`config.mk`:
```
export PLATFORM = sky130hd
export DESIGN_NAME = stt_timer
export DESIGN_NICKNAME = d
export VERILOG_FILES = /design/src/hdl/stt_pkg.sv /design/src/hdl/stt_tick_gen.sv /design/src/hdl/stt_timer.sv
export SDC_FILE = /design/constraint.sdc
export NUM_CORES = 1
export LEC_CHECK = 0
export BUFFER_PORTS_ARGS = -buffer_cell sky130_fd_sc_hd__buf_2
export CAP_MARGIN = 0
export CORE_UTILIZATION = 49
export DETAILED_ROUTE_END_ITERATION = 8
export HOLD_SLACK_MARGIN = 0.15
export PLACE_DENSITY = 0.77
export SYNTH_ARGS = -nofsm -noshare
export SYNTH_HDL_FRONTEND = slang
export SYNTH_HIERARCHICAL = 1
export SYNTH_SLANG_ARGS = --single-unit
```
`constraint.sdc`:
```
create_clock -name CLK_SYS_I -period 2.6 [get_ports CLK_SYS_I]
set_input_delay 0.52 -clock CLK_SYS_I [delete_from_list [all_inputs] [get_ports CLK_SYS_I]]
set_output_delay 0.52 -clock CLK_SYS_I [all_outputs]
set_load 0.02 [all_outputs]
```
`src/hdl/stt_pkg.sv`:
```
// shared constants and types for the system tick timer
package stt_pkg;
   localparam int unsigned STT_ADDR_W = 12;
   localparam int unsigned STT_DATA_W = 32;
   localparam int unsigned STT_COUNT_W = 24;

   localparam logic [11:0] STT_OFS_CTRL = 12'h010;
   localparam logic [11:0] STT_OFS_RELOAD = 12'h014;
   localparam logic [11:0] STT_OFS_CURRENT = 12'h018;
   localparam logic [11:0] STT_OFS_CALIB = 12'h01C;

   localparam int unsigned STT_BIT_ENABLE = 0;
   localparam int unsigned STT_BIT_TICKINT = 1;
   localparam int unsigned STT_BIT_CLKSRC = 2;
   localparam int unsigned STT_BIT_WRAP = 16;

   localparam logic [31:0] STT_RST_CTRL = 32'h0000_0000;
   localparam logic [23:0] STT_RST_RELOAD = 24'h00_0000;
   localparam logic [23:0] STT_RST_CURRENT = 24'h00_0000;
   localparam logic [31:0] STT_RST_CALIB = 32'h0000_0004;
   localparam logic [31:0] STT_READ_NONE = 32'h0000_0000;
   localparam logic [7:0] STT_RSVD_ZERO = 8'h00;

   // tick divider: one tick per this many system clocks
   localparam int unsigned STT_TICK_DIV = 2;

   typedef struct packed {
      logic clk_source;
      logic tick_int;
      logic enable;
   } stt_ctrl_t;

   typedef struct packed {
      logic [11:0] addr;
      logic wr;
      logic rd;
      logic [31:0] wdata;
   } stt_req_t;
endpackage : stt_pkg

```
`src/hdl/stt_tick_gen.sv`:
```
// tick source: half system clock or synchronised external reference
`timescale 1ns/1ps
module stt_tick_gen
   import stt_pkg::*;
(
   input wire logic clk_i,
   input wire logic rst_i,
   input wire logic enable_i,
   input wire logic use_half_i,
   input wire logic ref_i,
   output logic tick_o
);
   logic phase;
   logic ref_meta;
   logic ref_sync;
   logic ref_prev;

   // phase restarts on disable so the first tick lands one clock after enable
   always_ff @(posedge clk_i or posedge rst_i)
   begin
      if (rst_i)
         phase <= 1'b0;
      else if (!enable_i)
         phase <= 1'b0;
      else
         phase <= ~phase;
   end

   // reference pin comes from outside the clock domain
   always_ff @(posedge clk_i or posedge rst_i)
   begin
      if (rst_i)
      begin
         ref_meta <= 1'b0;
         ref_sync <= 1'b0;
         ref_prev <= 1'b0;
      end
      else
      begin
         ref_meta <= ref_i;
         ref_sync <= ref_meta;
         ref_prev <= ref_sync;
      end
   end

   assign tick_o = enable_i & (use_half_i ? phase : (ref_sync & ~ref_prev));
endmodule : stt_tick_gen

```
`src/hdl/stt_timer.sv`:
```
// system tick timer: 24-bit down counter with register port
// Operation
// - reload counter from reload field at zero
// - current value read returns live count
// - current value write clears count and flag
// - control register holds controls and wrap flag
// - calibration reads mirror configuration block value
// - reserved upper bits never written with ones
// - 24-bit down count, interrupt at zero if enabled
// - tick is half the system clock when the clock source bit is set, else the synchronised external reference edge
`timescale 1ns/1ps
module stt_timer
   import stt_pkg::*;
#(
   parameter int unsigned COUNT_W = STT_COUNT_W
)
(
   input wire logic CLK_SYS_I,
   input wire logic RST_I,
   input wire logic [STT_ADDR_W-1:0] REG_ADDR_I,
   input wire logic REG_WR_I,
   input wire logic REG_RD_I,
   input wire logic [STT_DATA_W-1:0] REG_WDATA_I,
   output logic [STT_DATA_W-1:0] REG_RDATA_O,
   input wire logic [STT_DATA_W-1:0] SYSCFG_CALIB_I,
   input wire logic TICK_REF_I,
   output logic TICK_IRQ_O
);
   stt_req_t req;
   stt_ctrl_t ctrl;
   logic wrap_flag;
   logic [COUNT_W-1:0] reload;
   logic [COUNT_W-1:0] count;
   logic tick;
   logic tick_ok;
   logic hit_zero;
   logic ctrl_wr;
   logic ctrl_rd;
   logic reload_wr;
   logic current_wr;
   logic [STT_DATA_W-1:0] next_rdata;

   function automatic logic sel(input logic [11:0] addr, input logic [11:0] ofs);
      sel = (addr == ofs);
   endfunction : sel

   assign req = '{addr: REG_ADDR_I, wr: REG_WR_I, rd: REG_RD_I, wdata: REG_WDATA_I};
   assign ctrl_wr = req.wr && sel(req.addr, STT_OFS_CTRL);
   assign ctrl_rd = req.rd && sel(req.addr, STT_OFS_CTRL);
   assign reload_wr = req.wr && sel(req.addr, STT_OFS_RELOAD);
   assign current_wr = req.wr && sel(req.addr, STT_OFS_CURRENT);

   stt_tick_gen u_tick
   (
      .clk_i(CLK_SYS_I),
      .rst_i(RST_I),
      .enable_i(ctrl.enable),
      .use_half_i(ctrl.clk_source),
      .ref_i(TICK_REF_I),
      .tick_o(tick)
   );

   assign tick_ok = tick && ctrl.enable;
   // zero is reached by decrementing from one; a clearing write overrides the tick
   assign hit_zero = tick_ok && !current_wr && (count == COUNT_W'(1));

   // control bits
   always_ff @(posedge CLK_SYS_I or posedge RST_I)
   begin
      if (RST_I)
         ctrl <= '0;
      else if (ctrl_wr)
      begin
         ctrl.enable <= req.wdata[STT_BIT_ENABLE];
         ctrl.tick_int <= req.wdata[STT_BIT_TICKINT];
         ctrl.clk_source <= req.wdata[STT_BIT_CLKSRC];
      end
   end

   // wrap flag: a zero-reach in a control-read cycle still sets it
   always_ff @(posedge CLK_SYS_I or posedge RST_I)
   begin
      if (RST_I)
         wrap_flag <= STT_RST_CTRL[STT_BIT_WRAP];
      else if (hit_zero)
         wrap_flag <= 1'b1;
      else if (ctrl_rd || current_wr)
         wrap_flag <= 1'b0;
   end

   // upper reserved bits of the write are dropped, not stored
   always_ff @(posedge CLK_SYS_I or posedge RST_I)
   begin
      if (RST_I)
         reload <= STT_RST_RELOAD;
      else if (reload_wr)
         reload <= req.wdata[COUNT_W-1:0];
   end

   always_ff @(posedge CLK_SYS_I or posedge RST_I)
   begin
      if (RST_I)
         count <= STT_RST_CURRENT;
      else if (current_wr)
         count <= '0;
      else if (tick_ok)
      begin
         if (count == '0)
            count <= reload;
         else
            count <= count - COUNT_W'(1);
      end
   end

   // interrupt request is a one-clock pulse per zero-reach while tick_int is set
   always_ff @(posedge CLK_SYS_I or posedge RST_I)
   begin
      if (RST_I)
         TICK_IRQ_O <= 1'b0;
      else
         TICK_IRQ_O <= hit_zero && ctrl.tick_int;
   end

   always_comb
   begin
      next_rdata = STT_READ_NONE;
      unique case (1'b1)
         sel(req.addr, STT_OFS_CTRL):
         begin
            next_rdata[STT_BIT_ENABLE] = ctrl.enable;
            next_rdata[STT_BIT_TICKINT] = ctrl.tick_int;
            next_rdata[STT_BIT_CLKSRC] = ctrl.clk_source;
            next_rdata[STT_BIT_WRAP] = wrap_flag;
         end
         sel(req.addr, STT_OFS_RELOAD):
            next_rdata = {STT_RSVD_ZERO, reload};
         sel(req.addr, STT_OFS_CURRENT):
            next_rdata = {STT_RSVD_ZERO, count};
         sel(req.addr, STT_OFS_CALIB):
            next_rdata = SYSCFG_CALIB_I;
         default:
            next_rdata = STT_READ_NONE;
      endcase
   end

   // read data is held until the next read strobe
   always_ff @(posedge CLK_SYS_I or posedge RST_I)
   begin
      if (RST_I)
         REG_RDATA_O <= STT_READ_NONE;
      else if (req.rd)
         REG_RDATA_O <= next_rdata;
   end
endmodule : stt_timer

```
==> impl_metrics.json, run 1 <==
{
  "h-tree-depth": 3,
  "nets": 664,
  "fin_ws_ns": 0.0574,
  "cp_top_family": "simple AND/OR/NAND/NOR gates",
  "setup_violations": 0,
  "path_max_fanout": 9,
  "clk_latency_ns": 0.36,
  "synthSimpleGateAreaFrac": 0.143,
  "fin_crit_ns": 2.54,
  "synth_enable_flop_cells": 0,
  "cts_root_buf": "clkbuf_8",
  "ys_warn_count": 6,
  "drt_iter0_drc": 303,
  "startpoint": "count[20]$_DFFE_PP0P_",
  "gp_congestion": 0.861,
  "synthMuxAreaShare": 0.130,
  "slowest_stage": "or4_4",
  "cts_sinks": 89,
  "final_cells": 714,
  "final_cell_mix": "buf_2, dfrtp_1, mux2_2",
  "fin_skew_ns": 0.0117,
  "port_buffers": 105,
  "slew_headroom": 0.613,
  "dp.cells": 697,
  "layout-drive-gt1-share": 0.374,
  "synth_ff_type": "dfrtp_1",
  "critPathRequiredTime_ns": 2.84,
  "layout_commonest_cell": "buf_2",
  "vias": 4103,
  "fin_hold_ws_ns": 0.261,
  "crit_top_cell": "or4_4",
  "synthXorXnorAreaFrac": 0.00753,
  "r2r_start": "count[20]$_DFFE_PP0P_",
  "ant_nets": 0,
  "wire_per_inst_um": 16.7,
  "die-area_um2": 9890,
  "postSynthAreaPerCell_um2": 10.1,
  "max_stage_delay_ns": 0.63,
  "cts.path.max_buffers": 2,
  "dp_hpwl_um": 8630,
  "num_io_pins": 114,
  "grt_max_degree": 86,
  "ys_types": 56,
  "post-place-ws_ns": -0.107,
  "vdd_ir_drop_max_uv": 359,
  "firstDrtPassIters": 4,
  "status": "finished clean",
  "final_cell_area_um2": 5700,
  "hold_start": "TICK_REF_I",
  "synth_top_family_by_area": "compound AO/OA/AOI/OAI gates",
  "cts_tree": "yes",
  "post_cts_buffers": 0,
  "maxCapViolations": 0,
  "power.density_nw_per_um2": 445,
  "startpoint_type": "flip-flop",
  "coreArea_um2": 9240,
  "rows": 35,
  "synth_fp_nets": 544,
  "viasPerCell": 5.75,
  "end_kind": "flip-flop",
  "tightest_slew_ns": 0.579,
  "ys_seq_area_frac": 0.478,
  "hp-class": "input port to flip-flop",
  "areaGrowthSynthToFinish_pct": 22.4,
  "max_freq_mhz": 393,
  "fin_crit_sh": 0.978,
  "worstPathCellList": "or4_4 > or3_4 > or4_4 > buf_12 > o311ai_1 > a21oi_1",
  "drt_wl_total_um": 11900,
  "grt_pass1_wl_um": 19700,
  "synth_compound_area_frac": 0.166,
  "synth_cells": 460,
  "place_area_um2": 5490,
  "initial_core_util": 0.504,
  "track_usage": 0.256,
  "path_clk_slew_ns": 0.10,
  "finalHoldViolCount": 0,
  "dieWidth_um": 99.5,
  "grt-ovfl-total": 0,
  "synthArstFlopShare": 1.00,
  "grt_antenna_before_repair": 0,
  "crit_arrival_ns": 2.79,
  "ys_seq_elements": 89,
  "slew_viol_final": 0,
  "worst-path-buf-inv": 1,
  "post-route-drc-count": 0,
  "p_leak_nw": 2.70,
  "total_power_mw": 2.54,
  "diodes": 0,
  "netlist_area_um2": 4650,
  "worstSetupPathType": "flip-flop to flip-flop",
  "grt_pass1_vias": 4014,
  "rsz0062_at_grt": "true",
  "die_y_um": 99.5,
  "cts_buffers": 9,
  "synth_fa_ha_area_frac": 0.00806
}
[layout make-up]
type / count / area, µm²
clock buffer: 10 / 128
clock inverter: 6 / 67.6
fill: 789 / 3540
inverter: 40 / 154
multi-input combinational: 298 / 2130
sequential: 89 / 2230
tap: 129 / 161
timing repair buffer: 142 / 831
[kinds of logic (layout without fill, tap and decap cells)]
kind of cell | after synthesis | count (layout)
buffers and inverters | 73 | 198
DFF | 89 | 89
xor gates and xnor gates | 4 | 4
muxes | 50 | 50
and+or+nand+nor | 119 | 119
AOI/OAI and AO/OA | 122 | 122
adders and majority gates | 3 | 3
[cell usage after synthesis, types with 3 or more instances]
master | n | area (µm²)
a22oi_1 | 20 | 150
dfrtp_1 | 89 | 2230
xor2_1 | 3 | 26.3
or4_1 | 4 | 30.0
nor4_1 | 12 | 75.1
nor2_1 | 11 | 41.3
nor3_1 | 15 | 75.1
nand2_1 | 34 | 128
or4_4 | 3 | 33.8
o211ai_1 | 8 | 60.1
a21oi_1 | 21 | 105
mux2_2 | 44 | 495
ha_1 | 3 | 37.5
o21ai_0 | 31 | 155
buf_2 | 6 | 30.0
o22ai_1 | 21 | 131
inv_1 | 40 | 150
nand3_1 | 17 | 85.1
clkbuf_1 | 21 | 78.8
buf_6 | 4 | 45.0
mux4_2 | 4 | 90.1
o2bb2ai_1 | 3 | 26.3
[path summary, 6_finish.rpt]
check / slack [ns] / endpoint / cells after the start
worst max-delay path: 0.06 / count[15]$_DFFE_PP0P_ / 6
worst min-delay path: 0.26 / u_tick/ref_meta$_DFF_PP0_ / 1
worst max register to register: 0.06 / count[15]$_DFFE_PP0P_ / 6
worst min register to register: 0.37 / u_tick/ref_sync$_DFF_PP0_ / 0
max in group asynchronous: 1.40 / count[5]$_DFFE_PP0P_ / 4
min in group asynchronous: 0.60 / u_tick/ref_prev$_DFF_PP0_ / 3
[per-stage QoR]
stage | TNS [ns] | util
6_report | 0 | 0.617
5_1_grt | -0.000303 | 0.617
4_1_cts | 0 | 0.616
3_5_place_dp | -0.806 | 0.594
3_3_place_gp | -0.0458 | 0.594
2_1_floorplan | 0 | -
[sequential cells by signal (all words and copies together) (netlist names)]
register         flops
REG_RDATA_O         32
TICK_IRQ_O           1
count               24
ctrl                 3
reload              24
u_tick/phase         1
u_tick/ref_meta      1
u_tick/ref_prev      1
u_tick/ref_sync      1
wrap_flag            1
[what timing repair did]
action,CTS,global route
hold buffers,1,0
resized for setup,0,1
endpoints found under the hold margin,4,0
setup endpoints to repair,0,3
[power breakdown]
group	total (mW)	switching (mW)	leakage [nW]	internal (mW)
Clock	0.968	0.519	0.0929	0.448
Sequential	1.39	0.00268	1.23	1.39
Combinational	0.179	0.0967	1.38	0.0823
[routing by layer]
layer | GRT usage | share of wire
met5 | 0 | 0
met2 | 0.425 | 0.49
met1 | 0.348 | 0.45
met3 | 0.0450 | 0.056
met4 | 0.0679 | 0.0097
Power figures use the tool's default switching activity.
==> inputs of run 2 (changes only) <==
- CORE_ASPECT_RATIO: not set -> 0.7
- MAX_ROUTING_LAYER: not set -> met4
- REMOVE_ABC_BUFFERS: not set -> 1
==> impl_metrics.json, run 2 (synthesis gave the netlist of run 1 again) <==
{
  "status": "finished clean",
  "fin_skew_ns": 0.00502,
  "startpoint_type": "flip-flop",
  "clk_latency_ns": 0.34,
  "hold_start": "TICK_REF_I",
  "areaGrowthSynthToFinish_pct": 26.6,
  "firstDrtPassIters": 5,
  "busiest_layer": "met2",
  "slowest_stage": "or4_4",
  "post-route-drc-count": 0,
  "cp_top_family": "simple AND/OR/NAND/NOR gates",
  "coreArea_um2": 9140,
  "dp_hpwl_um": 9270,
  "cts.path.max_buffers": 2,
  "maxCapViolations": 0,
  "dieWidth_um": 118,
  "cts_tree": "yes",
  "drt_wl_total_um": 13100,
  "p_leak_nw": 2.81,
  "grt-ovfl-total": 0,
  "r2r_start": "count[20]$_DFFE_PP0P_",
  "largest_reg_flops": 32,
  "fin_crit_sh": 0.963,
  "drt_iter0_drc": 248,
  "diodes": 0,
  "multi_input_comb_area_um2": 2150,
  "viasPerCell": 5.78,
  "die-area_um2": 9900,
  "final_cell_area_um2": 5890,
  "regMostFlops": "REG_RDATA_O",
  "h-tree-depth": 3,
  "grt_pass1_wl_um": 21200,
  "max_stage_delay_ns": 0.58,
  "grt_max_degree": 40,
  "setup_violations": 0,
  "worst-path-buf-inv": 0,
  "cts_buffers": 9,
  "max_freq_mhz": 399,
  "fin_ws_ns": 0.0959,
  "finalHoldViolCount": 0,
  "top_regs": "REG_RDATA_O x32, count x24, reload x24",
  "slew_headroom": 0.493,
  "initial_core_util": 0.509,
  "post-place-ws_ns": -0.0677,
  "rsz0062_at_grt": "false",
  "crit_top_cell": "or4_4",
  "layout-drive-gt1-share": 0.391,
  "tightest_slew_ns": 0.758,
  "tns_ns": 0,
  "post_cts_buffers": 0,
  "track_usage": 0.285,
  "power.density_nw_per_um2": 503,
  "path_max_fanout": 5,
  "place_area_um2": 5530,
  "vdd_ir_drop_max_uv": 472,
  "cts_sinks": 89,
  "nets": 673,
  "num_io_pins": 114,
  "final_cell_mix": "buf_2, dfrtp_1, mux2_2, buf_4, inv_1",
  "grt_antenna_before_repair": 0,
  "seq_area_um2": 2230,
  "vias": 4151,
  "total_power_mw": 2.96,
  "gp_congestion": 0.888,
  "grtUsageMet1": 0.385,
  "startpoint": "count[20]$_DFFE_PP0P_",
  "critPathRequiredTime_ns": 2.83,
  "fin_util": 0.644,
  "worstPathCellList": "or4_4 > or3_4 > or4_4 > nand2_1 > o21ai_0 > o2bb2ai_1",
  "rows": 29,
  "met2_usage": 0.443,
  "hp-class": "input port to flip-flop",
  "met3_usage": 0.0608,
  "ant_nets": 0,
  "fin_crit_ns": 2.50,
  "slew_viol_final": 0,
  "end_kind": "flip-flop",
  "num-fill-cells": 760,
  "worstSetupPathType": "flip-flop to flip-flop",
  "die_y_um": 83.5,
  "port_buffers": 105,
  "crit_arrival_ns": 2.73,
  "grt_pass1_vias": 4064,
  "cts_root_buf": "clkbuf_16",
  "reg2reg_slack_ns": 0.1,
  "layout_commonest_cell": "buf_2",
  "wire_per_inst_um": 18.2,
  "path_clk_slew_ns": 0.06
}
run 2: cell types whose count changed in the layout (fill, tap and decap cells not counted), moves of 2 or more:
cell,delta
buf_4,+10
clkinv_2,+2
clkbuf_8,-9
clkinvlp_4,-2
clkbuf_16,+9
run 2: layout make-up:
class / instances / area share
tap: 124 / 0.0263
inverter: 40 / 0.0257
clock inverter: 7 / 0.0161
multi-input combinational: 298 / 0.365
clock buffer: 9 / 0.0382
timing repair buffer: 151 / 0.150
sequential: 89 / 0.378
run 2: report_power, final:
part / internal [mW] / switching [mW]
Sequential: 1.39 / 0.00259
Clock: 0.841 / 0.548
Combinational: 0.0811 / 0.101
Total: 2.31 / 0.652
run 2: per-stage QoR:
step | hold WS (ns) | instances
4_1_cts | 0.279 | 718
5_1_grt | 0.275 | 718
3_3_place_gp | 0.337 | 701
3_5_place_dp | 0.339 | 701
2_1_floorplan | 0.286 | 427
6_report | 0.285 | 718
run 2: timing repair:
action | CTS | global route
gates resized for setup | 0 | 6
endpoints found under the setup margin | 0 | 5
hold endpoints to repair | 18 | 0
hold buffers | 1 | 0
run 2: final timing paths:
path	to	depth (start not counted)
hold reg to reg	u_tick/ref_sync$_DFF_PP0_	0
min in group asynchronous	u_tick/ref_meta$_DFF_PP0_	3
setup reg to reg	count[6]$_DFFE_PP0P_	6
setup / recovery	count[6]$_DFFE_PP0P_	6
hold / removal	u_tick/ref_meta$_DFF_PP0_	1
max in group asynchronous	reload[5]$_DFFE_PP0P_	4
run 2: per-layer routing:
layer | vias to the layer above | share of wire
li1 | 1938 | -
met1 | 2008 | 0.46
met2 | 189 | 0.45
met3 | 16 | 0.077
met4 | 0 | 0.011
met5 | - | 0
==> inputs of run 3 (changes only) <==
- CORE_UTILIZATION: 49 -> 54
- PLACE_DENSITY: 0.77 -> 0.81
- clock period: 2.6 -> 2.85 ns (I/O delays scaled with it)
==> impl_metrics.json, run 3 (synthesis gave the netlist of run 1 again) <==
{
  "status": "finished clean",
  "firstDrtPassIters": 4,
  "p_leak_nw": 2.73,
  "wire_per_inst_um": 18.2,
  "startpoint_type": "flip-flop",
  "tightest_slew_ns": 0.738,
  "layout-drive-gt1-share": 0.366,
  "die_y_um": 79.7,
  "grt_antenna_before_repair": 0,
  "dp.cells": 663,
  "ctsHoldBuffers": 1,
  "cts_buffers": 9,
  "seq_area_um2": 2230,
  "cts_tree": "yes",
  "ant_nets": 0,
  "cts_sinks": 89,
  "place_area_um2": 5410,
  "cts.path.max_buffers": 2,
  "viasPerCell": 5.98,
  "wl_met2_um": 5690,
  "grt_pass1_vias": 3999,
  "max_freq_mhz": 376,
  "post_cts_buffers": 0,
  "regMostFlops": "REG_RDATA_O",
  "fin_crit_sh": 0.934,
  "path_max_fanout": 9,
  "finalHoldViolCount": 0,
  "worstSetupPathType": "flip-flop to flip-flop",
  "power.density_nw_per_um2": 461,
  "num-fill-cells": 637,
  "cts_resized": 0,
  "critPathRequiredTime_ns": 3.06,
  "areaGrowthSynthToFinish_pct": 22.9,
  "gp_congestion": 0.983,
  "top_regs": "REG_RDATA_O x32, count x24, reload x24",
  "initial_core_util": 0.574,
  "slew_viol_final": 0,
  "fin_util": 0.705,
  "port_buffers": 105,
  "slew_headroom": 0.508,
  "wl_met1_um": 5690,
  "num_io_pins": 114,
  "vias": 4063,
  "fin_crit_ns": 2.66,
  "setup_violations": 0,
  "final_cell_area_um2": 5720,
  "largest_reg_flops": 32,
  "fin_skew_ns": 0.00692,
  "vdd_ir_drop_max_uv": 359,
  "rsz0062_at_grt": "false",
  "track_usage": 0.303,
  "drt_iter0_drc": 288,
  "maxCapViolations": 0,
  "final_cells": 680,
  "grt_max_degree": 45,
  "die-area_um2": 9000,
  "post-route-drc-count": 0,
  "crit_arrival_ns": 2.87,
  "coreArea_um2": 8110,
  "rows": 27,
  "dp_hpwl_um": 8890,
  "final_cell_mix": "buf_2, dfrtp_1, mux2_2",
  "drt_wl_total_um": 12400,
  "dr.max_layer_used": "met4",
  "dieWidth_um": 113,
  "cts_root_buf": "clkbuf_16",
  "wl_met3_um": 911,
  "h-tree-depth": 3,
  "multi_input_comb_area_um2": 2120,
  "path_clk_slew_ns": 0.06,
  "layout_commonest_cell": "buf_2",
  "hp-class": "input port to flip-flop",
  "end_kind": "flip-flop",
  "grt-ovfl-total": 0,
  "grt_pass1_wl_um": 20300,
  "diodes": 0,
  "nets": 658,
  "clk_latency_ns": 0.34
}
run 3: path summary, 6_finish.rpt:
check	endpoint	from	slack, ns	cells after the start
worst max-delay path	count[14]$_DFFE_PP0P_	count[20]$_DFFE_PP0P_	0.19	6
worst min register to register	u_tick/ref_sync$_DFF_PP0_	u_tick/ref_meta$_DFF_PP0_	0.37	0
max in group asynchronous	count[0]$_DFFE_PP0P_	RST_I	1.27	4
min in group asynchronous	u_tick/phase$_DFF_PP0_	RST_I	0.68	3
worst max register to register	count[14]$_DFFE_PP0P_	count[20]$_DFFE_PP0P_	0.19	6
worst min-delay path	u_tick/ref_meta$_DFF_PP0_	TICK_REF_I	0.34	1
run 3: cell type report:
cell class	instances	area share
timing repair buffer	136	0.137
clock inverter	6	0.0114
sequential	89	0.389
clock buffer	10	0.0418
tap	101	0.0221
inverter	40	0.0265
multi-input combinational	298	0.371
run 3: routing by layer:
layer	vias up	global-route usage
li1	1914	-
met1	1972	0.406
met2	165	0.468
met3	12	0.0744
met4	0	0.0763
met5	-	-
run 3: critical path, cell delays in order (launching register included):
cell,delay [ns]
dfrtp_1,0.44
or4_4,0.57
or3_4,0.35
or4_4,0.63
buf_4,0.20
o31ai_1,0.26
a211oi_1,0.09
run 3: power by group:
group	switching (mW)	total, mW	internal, mW
clock	0.499	1.20	0.705
sequential	0.00286	1.27	1.27
combinational	0.0898	0.164	0.0741
run 3: metrics by stage:
| stage | hold slack, ns | worst slack (ns) | TNS [ns] | power (mW) |
|---|---|---|---|---|
| global placement | 0.332 | 0.139 | 0 | 1.45 |
| CTS | 0.330 | 0.207 | 0 | 2.66 |
| detailed placement | 0.355 | 0.108 | 0 | 1.46 |
| finish | 0.339 | 0.189 | 0 | 2.64 |
| floorplan | 0.331 | -0.165 | -3.96 | 1.36 |
| global route | 0.330 | 0.107 | 0 | 2.73 |
